`src/logic/pwr_pkg.sv`:
```
package pwr_pkg;
    // ------------------------------------------------
    // Address map
    // ------------------------------------------------
    localparam logic [7:0] ADDR_ID   = 8'h00;
    localparam logic [7:0] ADDR_MID  = 8'h04;
    localparam logic [7:0] ADDR_BIAS = 8'h05;
    localparam logic [7:0] ADDR_PWR  = 8'h0b;
    localparam logic [7:0] ADDR_CLK  = 8'h0e;
    localparam logic [7:0] ADDR_FLL  = 8'h10;
    localparam logic [7:0] ADDR_DRC  = 8'h20;
    localparam logic [7:0] ADDR_WSEQ = 8'h26;
    localparam logic [7:0] ADDR_EQ   = 8'h2a;
    localparam int NREG = 8;
    typedef enum logic [2:0] {
        IX_MID, IX_BIAS, IX_PWR, IX_CLK,
        IX_FLL, IX_DRC, IX_WSEQ, IX_EQ
    } pwr_index_t;
    // Arbitrary identity value
    localparam logic [15:0] ID_CODE = 16'h5a3c;
    // ------------------------------------------------
    // Field positions
    // ------------------------------------------------
    localparam int MID_SEL_HI  = 2;
    localparam int MID_SEL_LO  = 1;
    localparam int BIAS_NORMAL = 1;
    localparam int PW_TSHUT    = 8;
    localparam int PW_TSENSE   = 7;
    localparam int PW_LINE     = 4;
    localparam int PW_SPKPGA   = 2;
    localparam int PW_SPK      = 1;
    localparam int PW_DAC      = 0;
    localparam int CK_OUT      = 5;
    localparam int CK_SLOW     = 2;
    localparam int CK_DSP      = 1;
    localparam int CK_SYS      = 0;
    localparam int CK_DIV_LO   = 12;
    localparam int DIV_W       = 4;
    localparam int FLL_EN      = 0;
    localparam int DRC_EN      = 15;
    localparam int WSEQ_EN     = 15;
    localparam int EQ_EN       = 0;
    // ------------------------------------------------
    // Reset values
    // ------------------------------------------------
    localparam logic [15:0] RST_MID  = 16'h0001;
    localparam logic [15:0] RST_BIAS = 16'h0068;
    localparam logic [15:0] RST_PWR  = 16'h0180;
    localparam logic [15:0] RST_CLK  = 16'h0000;
    localparam logic [15:0] RST_FLL  = 16'h0000;
    localparam logic [15:0] RST_DRC  = 16'h0000;
    localparam logic [15:0] RST_WSEQ = 16'h0000;
    localparam logic [15:0] RST_EQ   = 16'h0000;
    localparam logic [NREG-1:0][15:0] RST_IMAGE = {
        RST_EQ, RST_WSEQ, RST_DRC, RST_FLL,
        RST_CLK, RST_PWR, RST_BIAS, RST_MID
    };
endpackage

```
`src/logic/pwr_clkdiv_if.sv`:
```
`timescale 1ns/1ps
`default_nettype none
interface pwr_clkdiv_if;
    logic                        enable;
    logic [pwr_pkg::DIV_W-1:0]   ratio;
    logic                        clkOut;
    modport ctl (output enable, output ratio, input clkOut);
    modport div (input enable, input ratio, output clkOut);
endinterface
`default_nettype wire

```
`src/logic/pwr_clock_divider.sv`:
```
`timescale 1ns/1ps
`default_nettype none
module pwr_clock_divider (
    // Clock and reset
    input  wire logic     system_clock,
    input  wire logic     rst_n,
    // Control and divided clock
    pwr_clkdiv_if.div     dv
);
    typedef struct packed {
        logic [pwr_pkg::DIV_W-1:0] cnt;
        logic                      clk;
    } pwr_div_t;

    pwr_div_t q;
    pwr_div_t nxt;

    // Half period is ratio+1 system cycles
    always_comb begin
        nxt = q;
        if (!dv.enable) begin
            nxt.cnt = '0;
            nxt.clk = 1'b0;
        end else if (q.cnt >= dv.ratio) begin
            nxt.cnt = '0;
            nxt.clk = ~q.clk;
        end else begin
            nxt.cnt = q.cnt + 1'b1;
        end
    end

    always_ff @(posedge system_clock) begin
        if (!rst_n) begin
            q <= '0;
        end else begin
            q <= nxt;
        end
    end

    assign dv.clkOut = q.clk;
endmodule
`default_nettype wire

```
`src/logic/pwr_regs.sv`:
```
`timescale 1ns/1ps
`default_nettype none
module pwr_regs (
    // Clock and reset
    input  wire logic        system_clock,
    input  wire logic        rst_n,
    // Control register port
    input  wire logic        wrEn,
    input  wire logic        rdEn,
    input  wire logic [7:0]  addr,
    input  wire logic [15:0] wrData,
    output logic      [15:0] rdData,
    output logic             rdValid,
    // Thermal event
    input  wire logic        overTemp,
    // Analogue power enables
    output logic      [1:0]  midrailDividerSelect,
    output logic             normalCurrentSourceOn,
    output logic             temperatureSensorEnable,
    output logic             thermalShutdownActive,
    output logic             lineOutputEnable,
    output logic             speakerGainStageEnable,
    output logic             speakerOutputEnable,
    output logic             converterEnable,
    // Clock and function enables
    output logic             slowClockEnable,
    output logic             processingClockEnable,
    output logic             systemClockEnable,
    output logic             lockedLoopEnable,
    output logic             rangeControllerEnable,
    output logic             writeSequencerEnable,
    output logic             parametricFilterEnable,
    // Master clock pin, output side
    output logic             mclkOut,
    output logic             mclkOe
);
    // ------------------------------------------------
    // State
    // ------------------------------------------------
    typedef struct packed {
        logic [pwr_pkg::NREG-1:0][15:0] regs;
        logic [15:0]                    rdData;
        logic                           rdValid;
        logic                           biasOn;
        logic                           trip;
        logic                           lineOn;
        logic                           spkPgaOn;
        logic                           spkOn;
    } pwr_state_t;

    pwr_state_t q;
    pwr_state_t nxt;

    logic [15:0] pwrNxt;
    logic [15:0] midNxt;
    logic [15:0] biasNxt;
    logic        hitWr;
    logic        hitRd;
    logic [2:0]  idxWr;
    logic [2:0]  idxRd;

    // ------------------------------------------------
    // Address decode
    // ------------------------------------------------
    // Returns {hit, index}; 00h is handled apart
    function automatic logic [3:0] regDecode(
        input logic [7:0] a
    );
        logic [3:0] r;
        r = '0;
        case (a)
            pwr_pkg::ADDR_MID:  r = {1'b1, pwr_pkg::IX_MID};
            pwr_pkg::ADDR_BIAS: r = {1'b1, pwr_pkg::IX_BIAS};
            pwr_pkg::ADDR_PWR:  r = {1'b1, pwr_pkg::IX_PWR};
            pwr_pkg::ADDR_CLK:  r = {1'b1, pwr_pkg::IX_CLK};
            pwr_pkg::ADDR_FLL:  r = {1'b1, pwr_pkg::IX_FLL};
            pwr_pkg::ADDR_DRC:  r = {1'b1, pwr_pkg::IX_DRC};
            pwr_pkg::ADDR_WSEQ: r = {1'b1, pwr_pkg::IX_WSEQ};
            pwr_pkg::ADDR_EQ:   r = {1'b1, pwr_pkg::IX_EQ};
            default:            r = '0;
        endcase
        return r;
    endfunction

    assign {hitWr, idxWr} = regDecode(addr);
    assign {hitRd, idxRd} = {hitWr, idxWr};

    // ------------------------------------------------
    // Next state
    // ------------------------------------------------
    always_comb begin
        nxt         = q;
        nxt.rdValid = 1'b0;
        // Write: one register (00h reloads all), so others keep
        // their fields across enable changes
        if (wrEn) begin
            if (addr == pwr_pkg::ADDR_ID) begin
                nxt.regs = pwr_pkg::RST_IMAGE;
            end else if (hitWr) begin
                nxt.regs[idxWr] = wrData;
            end
        end
        // Read returns the value before a same-cycle write
        if (rdEn) begin
            nxt.rdValid = 1'b1;
            if (addr == pwr_pkg::ADDR_ID) begin
                nxt.rdData = pwr_pkg::ID_CODE;
            end else if (hitRd) begin
                nxt.rdData = q.regs[idxRd];
            end else begin
                nxt.rdData = '0;
            end
        end
        pwrNxt  = nxt.regs[pwr_pkg::IX_PWR];
        midNxt  = nxt.regs[pwr_pkg::IX_MID];
        biasNxt = nxt.regs[pwr_pkg::IX_BIAS];
        // Bias generator is useless without the reference
        nxt.biasOn = biasNxt[pwr_pkg::BIAS_NORMAL]
            & |midNxt[pwr_pkg::MID_SEL_HI:pwr_pkg::MID_SEL_LO];
        // Shutdown arm alone does nothing without the sensor
        nxt.trip = pwrNxt[pwr_pkg::PW_TSHUT]
            & pwrNxt[pwr_pkg::PW_TSENSE] & overTemp;
        nxt.lineOn   = pwrNxt[pwr_pkg::PW_LINE] & ~nxt.trip;
        nxt.spkPgaOn = pwrNxt[pwr_pkg::PW_SPKPGA] & ~nxt.trip;
        nxt.spkOn    = pwrNxt[pwr_pkg::PW_SPK] & ~nxt.trip;
    end

    always_ff @(posedge system_clock) begin
        if (!rst_n) begin
            q          <= '0;
            q.regs     <= pwr_pkg::RST_IMAGE;
        end else begin
            q <= nxt;
        end
    end

    // ------------------------------------------------
    // Output clock divider
    // ------------------------------------------------
    pwr_clkdiv_if divBus ();

    assign divBus.enable = q.regs[pwr_pkg::IX_CLK][pwr_pkg::CK_OUT];
    assign divBus.ratio  =
        q.regs[pwr_pkg::IX_CLK][pwr_pkg::CK_DIV_LO +: pwr_pkg::DIV_W];

    pwr_clock_divider uDiv (
        .system_clock (system_clock),
        .rst_n   (rst_n),
        .dv      (divBus)
    );

    // ------------------------------------------------
    // Outputs
    // ------------------------------------------------
    assign rdData  = q.rdData;
    assign rdValid = q.rdValid;

    assign midrailDividerSelect =
        q.regs[pwr_pkg::IX_MID][pwr_pkg::MID_SEL_HI:pwr_pkg::MID_SEL_LO];
    assign normalCurrentSourceOn   = q.biasOn;
    assign temperatureSensorEnable =
        q.regs[pwr_pkg::IX_PWR][pwr_pkg::PW_TSENSE];
    assign thermalShutdownActive   = q.trip;
    assign lineOutputEnable        = q.lineOn;
    assign speakerGainStageEnable  = q.spkPgaOn;
    assign speakerOutputEnable     = q.spkOn;
    assign converterEnable =
        q.regs[pwr_pkg::IX_PWR][pwr_pkg::PW_DAC];

    assign slowClockEnable =
        q.regs[pwr_pkg::IX_CLK][pwr_pkg::CK_SLOW];
    assign processingClockEnable =
        q.regs[pwr_pkg::IX_CLK][pwr_pkg::CK_DSP];
    assign systemClockEnable =
        q.regs[pwr_pkg::IX_CLK][pwr_pkg::CK_SYS];
    assign lockedLoopEnable =
        q.regs[pwr_pkg::IX_FLL][pwr_pkg::FLL_EN];
    assign rangeControllerEnable =
        q.regs[pwr_pkg::IX_DRC][pwr_pkg::DRC_EN];
    assign writeSequencerEnable =
        q.regs[pwr_pkg::IX_WSEQ][pwr_pkg::WSEQ_EN];
    assign parametricFilterEnable =
        q.regs[pwr_pkg::IX_EQ][pwr_pkg::EQ_EN];

    // Pin only driven while the output clock is on
    assign mclkOe  = divBus.enable;
    assign mclkOut = divBus.clkOut;
endmodule
`default_nettype wire

```
`config.mk`:
```
export PLATFORM = sky130hd
export DESIGN_NAME = pwr_regs
export DESIGN_NICKNAME = d
export VERILOG_FILES = /design/src/logic/pwr_pkg.sv /design/src/logic/pwr_clkdiv_if.sv /design/src/logic/pwr_clock_divider.sv /design/src/logic/pwr_regs.sv
export SDC_FILE = /design/constraint.sdc
export NUM_CORES = 1
export LEC_CHECK = 0
export BUFFER_PORTS_ARGS = -buffer_cell sky130_fd_sc_hd__buf_2
export CELL_PAD_IN_SITES_DETAIL_PLACEMENT = 1
export CELL_PAD_IN_SITES_GLOBAL_PLACEMENT = 2
export CORE_ASPECT_RATIO = 1.1
export CORE_MARGIN = 5
export CORE_UTILIZATION = 34
export CTS_BUF_LIST = sky130_fd_sc_hd__clkbuf_8
export DETAILED_ROUTE_END_ITERATION = 8
export PLACE_DENSITY = 0.76
export SYNTH_ARGS = -nofsm -noshare
export SYNTH_HDL_FRONTEND = slang
export SYNTH_SLANG_ARGS = --single-unit
```
`constraint.sdc`:
```
create_clock -name system_clock -period 1.7 [get_ports system_clock]
set_input_delay 0 -clock system_clock [delete_from_list [all_inputs] [get_ports system_clock]]
set_output_delay 0 -clock system_clock [all_outputs]
set_load 0.05 [all_outputs]
```
After elaboration in Yosys (flattened, before gate mapping)

Cells that the tools add are included.

Bits in registers: 155
Word-level logic and storage cells: 61
Memory bits (read-only): 0
Bits in latches: 0
Bits of input ports: 29
Memories kept: 0
Output and inout bits: 35
Memory bits (writable): 0

$lt $le $gt $ge: 3
Shift-type cells: 0
Eq/ne operators: 8
Add/subtract/negate cells: 1
Divide/modulo/power cells: 0
Multiplexer cells: 12
Bitwise gates (word level): 10
Reductions and logical operators: 7
Multipliers: 0

Operator list:

| cell                                                                                 | count |
|---|---|
| 128-bit 2-to-1 mux                                                                   | 2 |
| 128-bit bitwise mux                                                                  | 1 |
| 16-bit 2-to-1 mux                                                                    | 4 |
| 16-bit binary-select mux with 3-bit select                                           | 1 |
| 16-bit demux with 3-bit select                                                       | 1 |
| 41-bit 2-to-1 mux                                                                    | 1 |
| 4-bit one-hot mux with 8 select lines                                                | 1 |
| 8-bit by 6-bit == test with 1-bit output (second input constant)                     | 3 |
| 8-bit by 3-bit == test with 1-bit output (second input constant)                     | 2 |
| 8-bit by 4-bit == test with 1-bit output (second input constant)                     | 2 |
| 8-bit by 5-bit == test with 1-bit output (second input constant)                     | 1 |
| 8-bit logical NOT                                                                    | 1 |
| 1-bit bitwise AND                                                                    | 6 |
| 4-bit by 1-bit adder with 4-bit output (second input constant)                       | 1 |
| 4-bit greater-or-equal comparator                                                    | 1 |
| 3-bit by 4-bit less-than comparator with 1-bit output (second input constant)        | 1 |
| 1-bit NOT                                                                            | 4 |
| 2-bit AND reduction                                                                  | 2 |
| 3-bit by 1-bit greater-or-equal comparator with 1-bit output (second input constant) | 1 |
| 3-bit OR reduction                                                                   | 1 |
| 2-bit nonzero test                                                                   | 1 |
| 2-bit OR reduction                                                                   | 1 |
| 1-bit logical AND                                                                    | 1 |
| 1-bit 2-to-1 mux                                                                     | 1 |

Logic depth before layout (Yosys ltp)

Gate-level depths: netlist (run 1).

Word-level depth: 14
Mapped depth: 10

Cells and area by module

Synthesis (run 1) repeated with hierarchy kept, for this count alone.

Cell total of the unflattened synthesis: 745
Area, all modules: 7,114.3 um^2

By module, submodules not included:

| module            | area an instance (um^2) | cells each | times used |
|---|---|---|---|
| pwr_regs          | 6,811.5                 | 714        | 1 |
| pwr_clock_divider | 302.8                   | 31         | 1 |

Least setup slack after synthesis (run 1)

No wires, ideal clock.

Path type: input port to flip-flop
Start: input port addr[5]
End: register q[32] in the netlist's numbering
Arrival: 1.598 ns
Library setup time: 0.117 ns
Path slack: -0.015 ns
Cell stages on the path: 7
Buffers on the path: 3
Path through: buf_6 nor4_4 nand2_2 or4_1 buf_2 buf_6 a32o_1

Word-level cells in the longest chain between the ends: 9
Elaborated cells on any way between the ends: 20
Those cells by class: order compare (2); eq/ne (8); mux (6); reduce/logical (4)

RTL lines:

| item                                                                                                                                                        | line            | RTL |
|---|---|---|
| start: declaration                                                                                                                                          | pwr_regs.sv:10  | `input wire logic [7:0] addr,` |
| 8-bit by 6-bit == test with 1-bit output, or another cell as far along                                                                                      | pwr_regs.sv:71  | `case (a)` |
| 4-bit one-hot mux with 8 select lines                                                                                                                       | pwr_regs.sv:71  |  |
| 3-bit by 4-bit less-than comparator with 1-bit output (not written as such) or 3-bit by 1-bit greater-or-equal comparator with 1-bit output (tied branches) | pwr_regs.sv:100 | `nxt.regs[idxWr] = wrData;` |
| 1-bit logical AND (not written as such)                                                                                                                     | pwr_regs.sv:100 |  |
| 16-bit 2-to-1 mux (not written as such)                                                                                                                     | pwr_regs.sv:100 |  |
| 16-bit demux with 3-bit select                                                                                                                              | pwr_regs.sv:100 |  |
| 128-bit bitwise mux                                                                                                                                         | pwr_regs.sv:100 |  |
| 128-bit 2-to-1 mux                                                                                                                                          | pwr_regs.sv:99  | `end else if (hitWr) begin` |
| 128-bit 2-to-1 mux                                                                                                                                          | pwr_regs.sv:97  | `if (addr == pwr_pkg::ADDR_ID) begin` |
| end signal: assignment                                                                                                                                      | pwr_regs.sv:133 | `q <= nxt;` |
| end: declaration                                                                                                                                            | pwr_regs.sv:51  | `pwr_state_t q;` |

Several ways; a longest one is shown, not always the timed one. The select of a mux whose other input is x is not followed.
A chain may end at the register's enable or synchronous reset.

Final worst setup path (run 1)

Start: register uDiv.q[1] in the netlist's numbering
End: register uDiv.q (netlist bit uDiv.dv.clkOut)

Word-level cells in the longest chain between the ends: 1

RTL lines:

| item                              | line                    | RTL |
|---|---|---|
| start: declaration                | pwr_clock_divider.sv:15 | `pwr_div_t q;` |
| start signal: assignment          | pwr_clock_divider.sv:36 | `q <= nxt;` |
| 4-bit greater-or-equal comparator | pwr_clock_divider.sv:24 | `end else if (q.cnt >= dv.ratio) begin` |

Every way passes these cells.

==> flow_summary.ini, run 1 <==
[sta]
hold_violations = 0
whs_ps = 50.5
fmax_mhz = 605
skew_ps = 9.52
slew_violations = 0
relSlewSlack = 0.558
setup_slack_ps = 46.6
finalSetupViolCount = 0
finalCritPeriodShare = 0.973
period_needed_ps = 1650
worst_slew_pin_slew_ps = 662

[critical_path]
setup.worst_path.start_class = register
crit_required_ps = 2060
end_kind = register
crit_arrival_ps = 2010
crit_fanout = 2
criticalPathCategory = reg2reg

[placed_design]
post_dp_cell_area_mm2 = 0.00799
hpwl_um = 20000
port_buffers = 63
place_inst = 1118
gp_congestion = 0.931
dp_slack_ps = -287

[global_route]
grt_pass1_wl_um = 42500
grt_overflow_total = 0
grt_max_degree = 54
grt_pass1_vias = 7154
antenna_found_initial = 0
grt_util_all_layers = 0.232

[logic_synthesis]
ys_seq_area_frac = 0.448
synth-main-ff-cell = dfxtp_1
yosysTopAreaCellShare = 0.448
yosysWarnings = 0
synth_nets = 824
synth_area_mm2 = 0.00693
synth_edf_count = 0
synth_area_leader_cell = dfxtp_1
synthTopCellsByCount = dfxtp_1 (155), nand2_1 (78), nor2_1 (63), nand3_1 (61), a21oi_1 (49)
syn-instance-count = 790
synth_cell_types = 64
ys_ff_latch = 155
synthTopCellsByArea = dfxtp_1 (45%), a22oi_1 (4.8%), nand3_1 (4.4%)
postSynthAreaPerCell_um2 = 8.77
yosysMostFrequentCell = dfxtp_1
ys_async_sr_fraction = 0

[route]
dr_total_vias = 6765
antenna_left = 0
wl_um = 27100
drc_errors = 0
dr.first_iter.drc_count = 509
vias_per_cell = 5.78
routedWlPerCell_um = 23.1
firstDrtPassIters = 5

[power_and_ir_drop]
irDropWorstVdd_v = 0.000448
powerDensity_mw_per_mm2 = 831
power_leakage_nw = 3.23

[final_layout]
regArea_mm2 = 0.00311
area_growth_pct = 24.4
drive_gt1_frac = 0.253
multiInputGateArea_mm2 = 0.00331
fin_area_mm2 = 0.00862
antenna_cells = 0
nets = 939
final_cells = 1170
n_fill_cell = 2314

[hold_path]
hold_path_class = in2reg

[clocking]
tritoncts = built
h-tree-depth = 4
clkTransAtPathRegs_ps = 80
cts_buffers = 17
clkSinkCount = 155
clockBufferDepth = 2
clock_tree.root_cell = clkbuf_8
clk_latency_ps = 460

[status]
status = finished, final reports clean

[floorplanning]
coreArea_mm2 = 0.0199
die_area_mm2 = 0.0233
dieWidth_um = 146
die_y_um = 160
initial_utilization = 0.348
io_pins = 64
fp-row-count = 54

[flow_run]
max_cap_violations = 0
==> final cells by class <==
type / instances / share of cell area
Multi-Input combinational cell: 533 / 0.384
Sequential cell: 155 / 0.360
Timing Repair Buffer: 190 / 0.169
Tap cell: 252 / 0.0366
Clock buffer: 19 / 0.0303
Clock inverter: 13 / 0.0164
Inverter: 8 / 0.00348
==> stage by stage <==
stage	power, mW	TNS, ps	utilization
after global placement	4.35	-10900	0.401
after floorplan	4.06	0	-
after detailed placement	4.36	-17330	0.401
final	7.16	0	0.432
after global routing	7.43	-35.5	0.432
after CTS	7.24	-2.14	0.431
==> registers in the layout, indices dropped and copies added, names as in the netlist <==
register and count:
lineOutputEnable 1, parametricFilterEnable 1, writeSequencerEnable 1, systemClockEnable 1, normalCurrentSourceOn 1, midrailDividerSelect 2, rdData 16, rangeControllerEnable 1
rdValid 1, temperatureSensorEnable 1, uDiv.q 4, lockedLoopEnable 1, q 112, divBus.ratio 4, thermalShutdownActive 1, uDiv.dv.clkOut 1
speakerGainStageEnable 1, mclkOe 1, speakerOutputEnable 1, converterEnable 1, slowClockEnable 1, processingClockEnable 1
==> metal layers <==
layer	track usage	share of wire	vias up
met5	0	0	-
met4	0.0825	0.027	0
met3	0.0371	0.050	41
met2	0.392	0.49	197
met1	0.301	0.43	3392
li1	-	-	3135
==> cell usage in the layout (no fill, tap or decap), types with 21 or more instances in the layout <==
| cell | n |
|---|---|
| buf_4 | 97 |
| a21oi_1 | 48 |
| o21ai_0 | 22 |
| nor2_1 | 63 |
| dfxtp_1 | 153 |
| nand2_1 | 78 |
| buf_2 | 63 |
| a22oi_1 | 44 |
| nand3_1 | 60 |
| o22ai_1 | 43 |
| a32o_1 | 21 |
==> what timing repair did <==
item | CTS | global route
hold buffers | 19 | 0
gates resized for setup | 2 | 4
pin swaps | 0 | 3
setup endpoints to repair | 5 | 5
endpoints found under the hold margin | 98 | 0
buffers inserted | 0 | 1
==> path summary, 6_finish.rpt <==
path,start,to,slack (ps),cells past startpoint
max,uDiv.q[1],uDiv.dv.clkOut,50,8
min,rst_n,rdData[2],50,4
max reg2reg,uDiv.q[1],uDiv.dv.clkOut,50,8
min reg2reg,q[142],q[142],460,2
==> cells by family (layout without fill, tap and decap cells) <==
logic type / count (synthesis) / in the layout / synth area share
and+or+nand+nor: 264 / 264 / 0.188
AOI/OAI and AO/OA: 259 / 259 / 0.270
DFF: 155 / 155 / 0.448
buffers and inverters: 102 / 230 / 0.0787
adders and majority gates: 5 / 5 / 0.00903
xor gates and xnor gates: 5 / 5 / 0.00632
==> report_power, final <==
group / switching, mW / internal (mW)
clock: 1.45 / 1.39
combinational: 0.440 / 0.231
sequential: 0.00618 / 3.64
total: 1.90 / 5.26
==> critical path, stage by stage (launching register included) <==
cell and delay (ps):
dfxtp_2 330, inv_1 40, ha_1 270, nand2b_4 130, a21o_1 170, a21o_1 180
a21oi_4 160, xnor2_1 90, and3_1 170
Note: power is estimated with default switching activity, not from simulation.
==> run 2, diff against run 1 <==
--- a/config.mk
+++ b/config.mk
@@ -8,7 +8,6 @@
 export BUFFER_PORTS_ARGS = -buffer_cell sky130_fd_sc_hd__buf_2
 export CELL_PAD_IN_SITES_DETAIL_PLACEMENT = 1
 export CELL_PAD_IN_SITES_GLOBAL_PLACEMENT = 2
-export CORE_ASPECT_RATIO = 1.1
 export CORE_MARGIN = 5
 export CORE_UTILIZATION = 34
 export CTS_BUF_LIST = sky130_fd_sc_hd__clkbuf_8
==> flow_summary.ini, run 2 (synthesized netlist as in run 1, its figures left out) <==
[clocking]
h-tree-depth = 4
clk_latency_ps = 460
cts_buffers = 17
tritoncts = built
clockBufferDepth = 2
clock_tree.root_cell = clkbuf_8
cts_setup_buffers = 0
clkSinkCount = 155
clkTransAtPathRegs_ps = 80

[global_route]
grt_overflow_total = 0
grt_pass1_vias = 7076
use_met1 = 0.303
use_met3 = 0.0346
grt_util_all_layers = 0.230
grt_busiest_layer = met2
antenna_found_initial = 0
met2_usage = 0.373
grt_pass1_wl_um = 42000
grt_max_degree = 54

[sta]
finalCritPeriodShare = 0.954
rsz0062_at_grt = false
hold_violations = 0
setup_tns_ps = 0
period_needed_ps = 1620
worst_slew_pin_slew_ps = 863
whs_ps = 66.8
relSlewSlack = 0.423
slew_violations = 0
setup_slack_ps = 78.9
fmax_mhz = 617
finalSetupViolCount = 0
skew_ps = 9.22

[power_and_ir_drop]
power_leakage_nw = 3.19
pwr-share-comb = 0.097
seq_power_share = 0.527
clock_power_share = 0.376
irDropWorstVdd_v = 0.000479
internal_power_mw = 5.10
switching_power_mw = 1.82
swShare = 0.263
powerDensity_mw_per_mm2 = 809

[final_layout]
n_fill_cell = 2381
drive_gt1_frac = 0.242
regMostFlops = q
area_growth_pct = 23.4
antenna_cells = 0
largest_register_ffs = 112
final_common_cell = dfxtp_1
utilization = 0.424
final_cells = 1179
final_cell_mix = dfxtp_1 (153), buf_4 (87), nand2_1 (78), nor2_1 (63), buf_2 (63)
nets = 931

[status]
status = finished, final reports clean

[floorplanning]
fp-row-count = 52
coreArea_mm2 = 0.0202
initial_utilization = 0.344
die_area_mm2 = 0.0233
io_pins = 64
die_y_um = 153
dieWidth_um = 153

[route]
firstDrtPassIters = 5
wl_um = 27500
routedWlPerCell_um = 23.3
antenna_left = 0
dr.first_iter.drc_count = 518
vias_per_cell = 5.77
dr_total_vias = 6798
drc_errors = 0

[placed_design]
port_buffers = 63
place_inst = 1128
hpwl_um = 20000
dp_slack_ps = -216
gp_congestion = 0.891

[critical_path]
setup.worst_path.start_class = register
crit_required_ps = 2060
rrSetupSlack_ps = 80
end_kind = register
crit_fanout = 2
criticalPathCategory = reg2reg
crit_arrival_ps = 1990

[flow_run]
max_cap_violations = 0

[hold_path]
hold_path_class = in2reg
==> run 2: cell types whose count changed in the layout (fill, tap and decap cells not counted), sizes merged <==
cell | before | now
inv | 11 | 12
bufinv | 2 | 1
clkbuf | 19 | 20
buf | 171 | 162
clkinvlp | 3 | 1
dlygate4sd3 | 19 | 20
==> run 2: power by group through the flow <==
| stage | Clock [mW] | Combinational (mW) | Sequential [mW] |
|---|---|---|---|
| 3_5_place_dp | 0 | 0.625 | 3.73 |
| 3_3_place_gp | 0 | 0.614 | 3.73 |
| 6_report | 2.60 | 0.670 | 3.65 |
| 2_1_floorplan | 0 | 0.324 | 3.74 |
| 5_1_grt | 2.77 | 0.703 | 3.65 |
| 4_1_cts | 2.64 | 0.663 | 3.65 |
==> run 2: what timing repair did <==
action                     CTS  global route
hold buffers                20             0
pin swaps                    1             7
setup endpoints to repair    5             5
gates resized for setup      3             4
hold endpoints to repair    92             0
==> run 2: worst paths after layout <==
path	from	endpoint	cells past startpoint
max	uDiv.q[1]	uDiv.dv.clkOut	8
min	wrEn	q[62]	4
max reg2reg	uDiv.q[1]	uDiv.dv.clkOut	8
min reg2reg	q[147]	q[147]	2
==> run 2: area by class of cell <==
class / instances / area, um2 / area share
clock inverters: 11 / 81.3 / 0.00951
inverters: 8 / 30.0 / 0.00351
flip-flops and latches: 155 / 3110 / 0.363
clock buffers: 20 / 275 / 0.0322
repair buffers: 182 / 1410 / 0.165
multi-input cells: 533 / 3310 / 0.388
well taps: 270 / 338 / 0.0395
==> run 2: through the flow <==
step / cell area, um2 / total power [mW]
floorplan: 6930 / 4.06
finish: 8550 / 6.92
global route: 8550 / 7.12
detailed placement: 7970 / 4.36
CTS: 8530 / 6.95
global placement: 7970 / 4.34
==> run 2: critical path: stages, from the launching register on <==
cell and delay [ps]:
dfxtp_2 350, inv_2 50, ha_4 230, nand2b_4 130, a21o_1 150, a21o_1 160, a21oi_2 190, xnor2_1 90
and3_1 170
==> run 2: per-layer routing <==
metal | vias up | part of all wire
met5 | - | 0
met4 | 0 | 0.041
met3 | 65 | 0.049
met2 | 212 | 0.47
met1 | 3409 | 0.44
li1 | 3112 | -
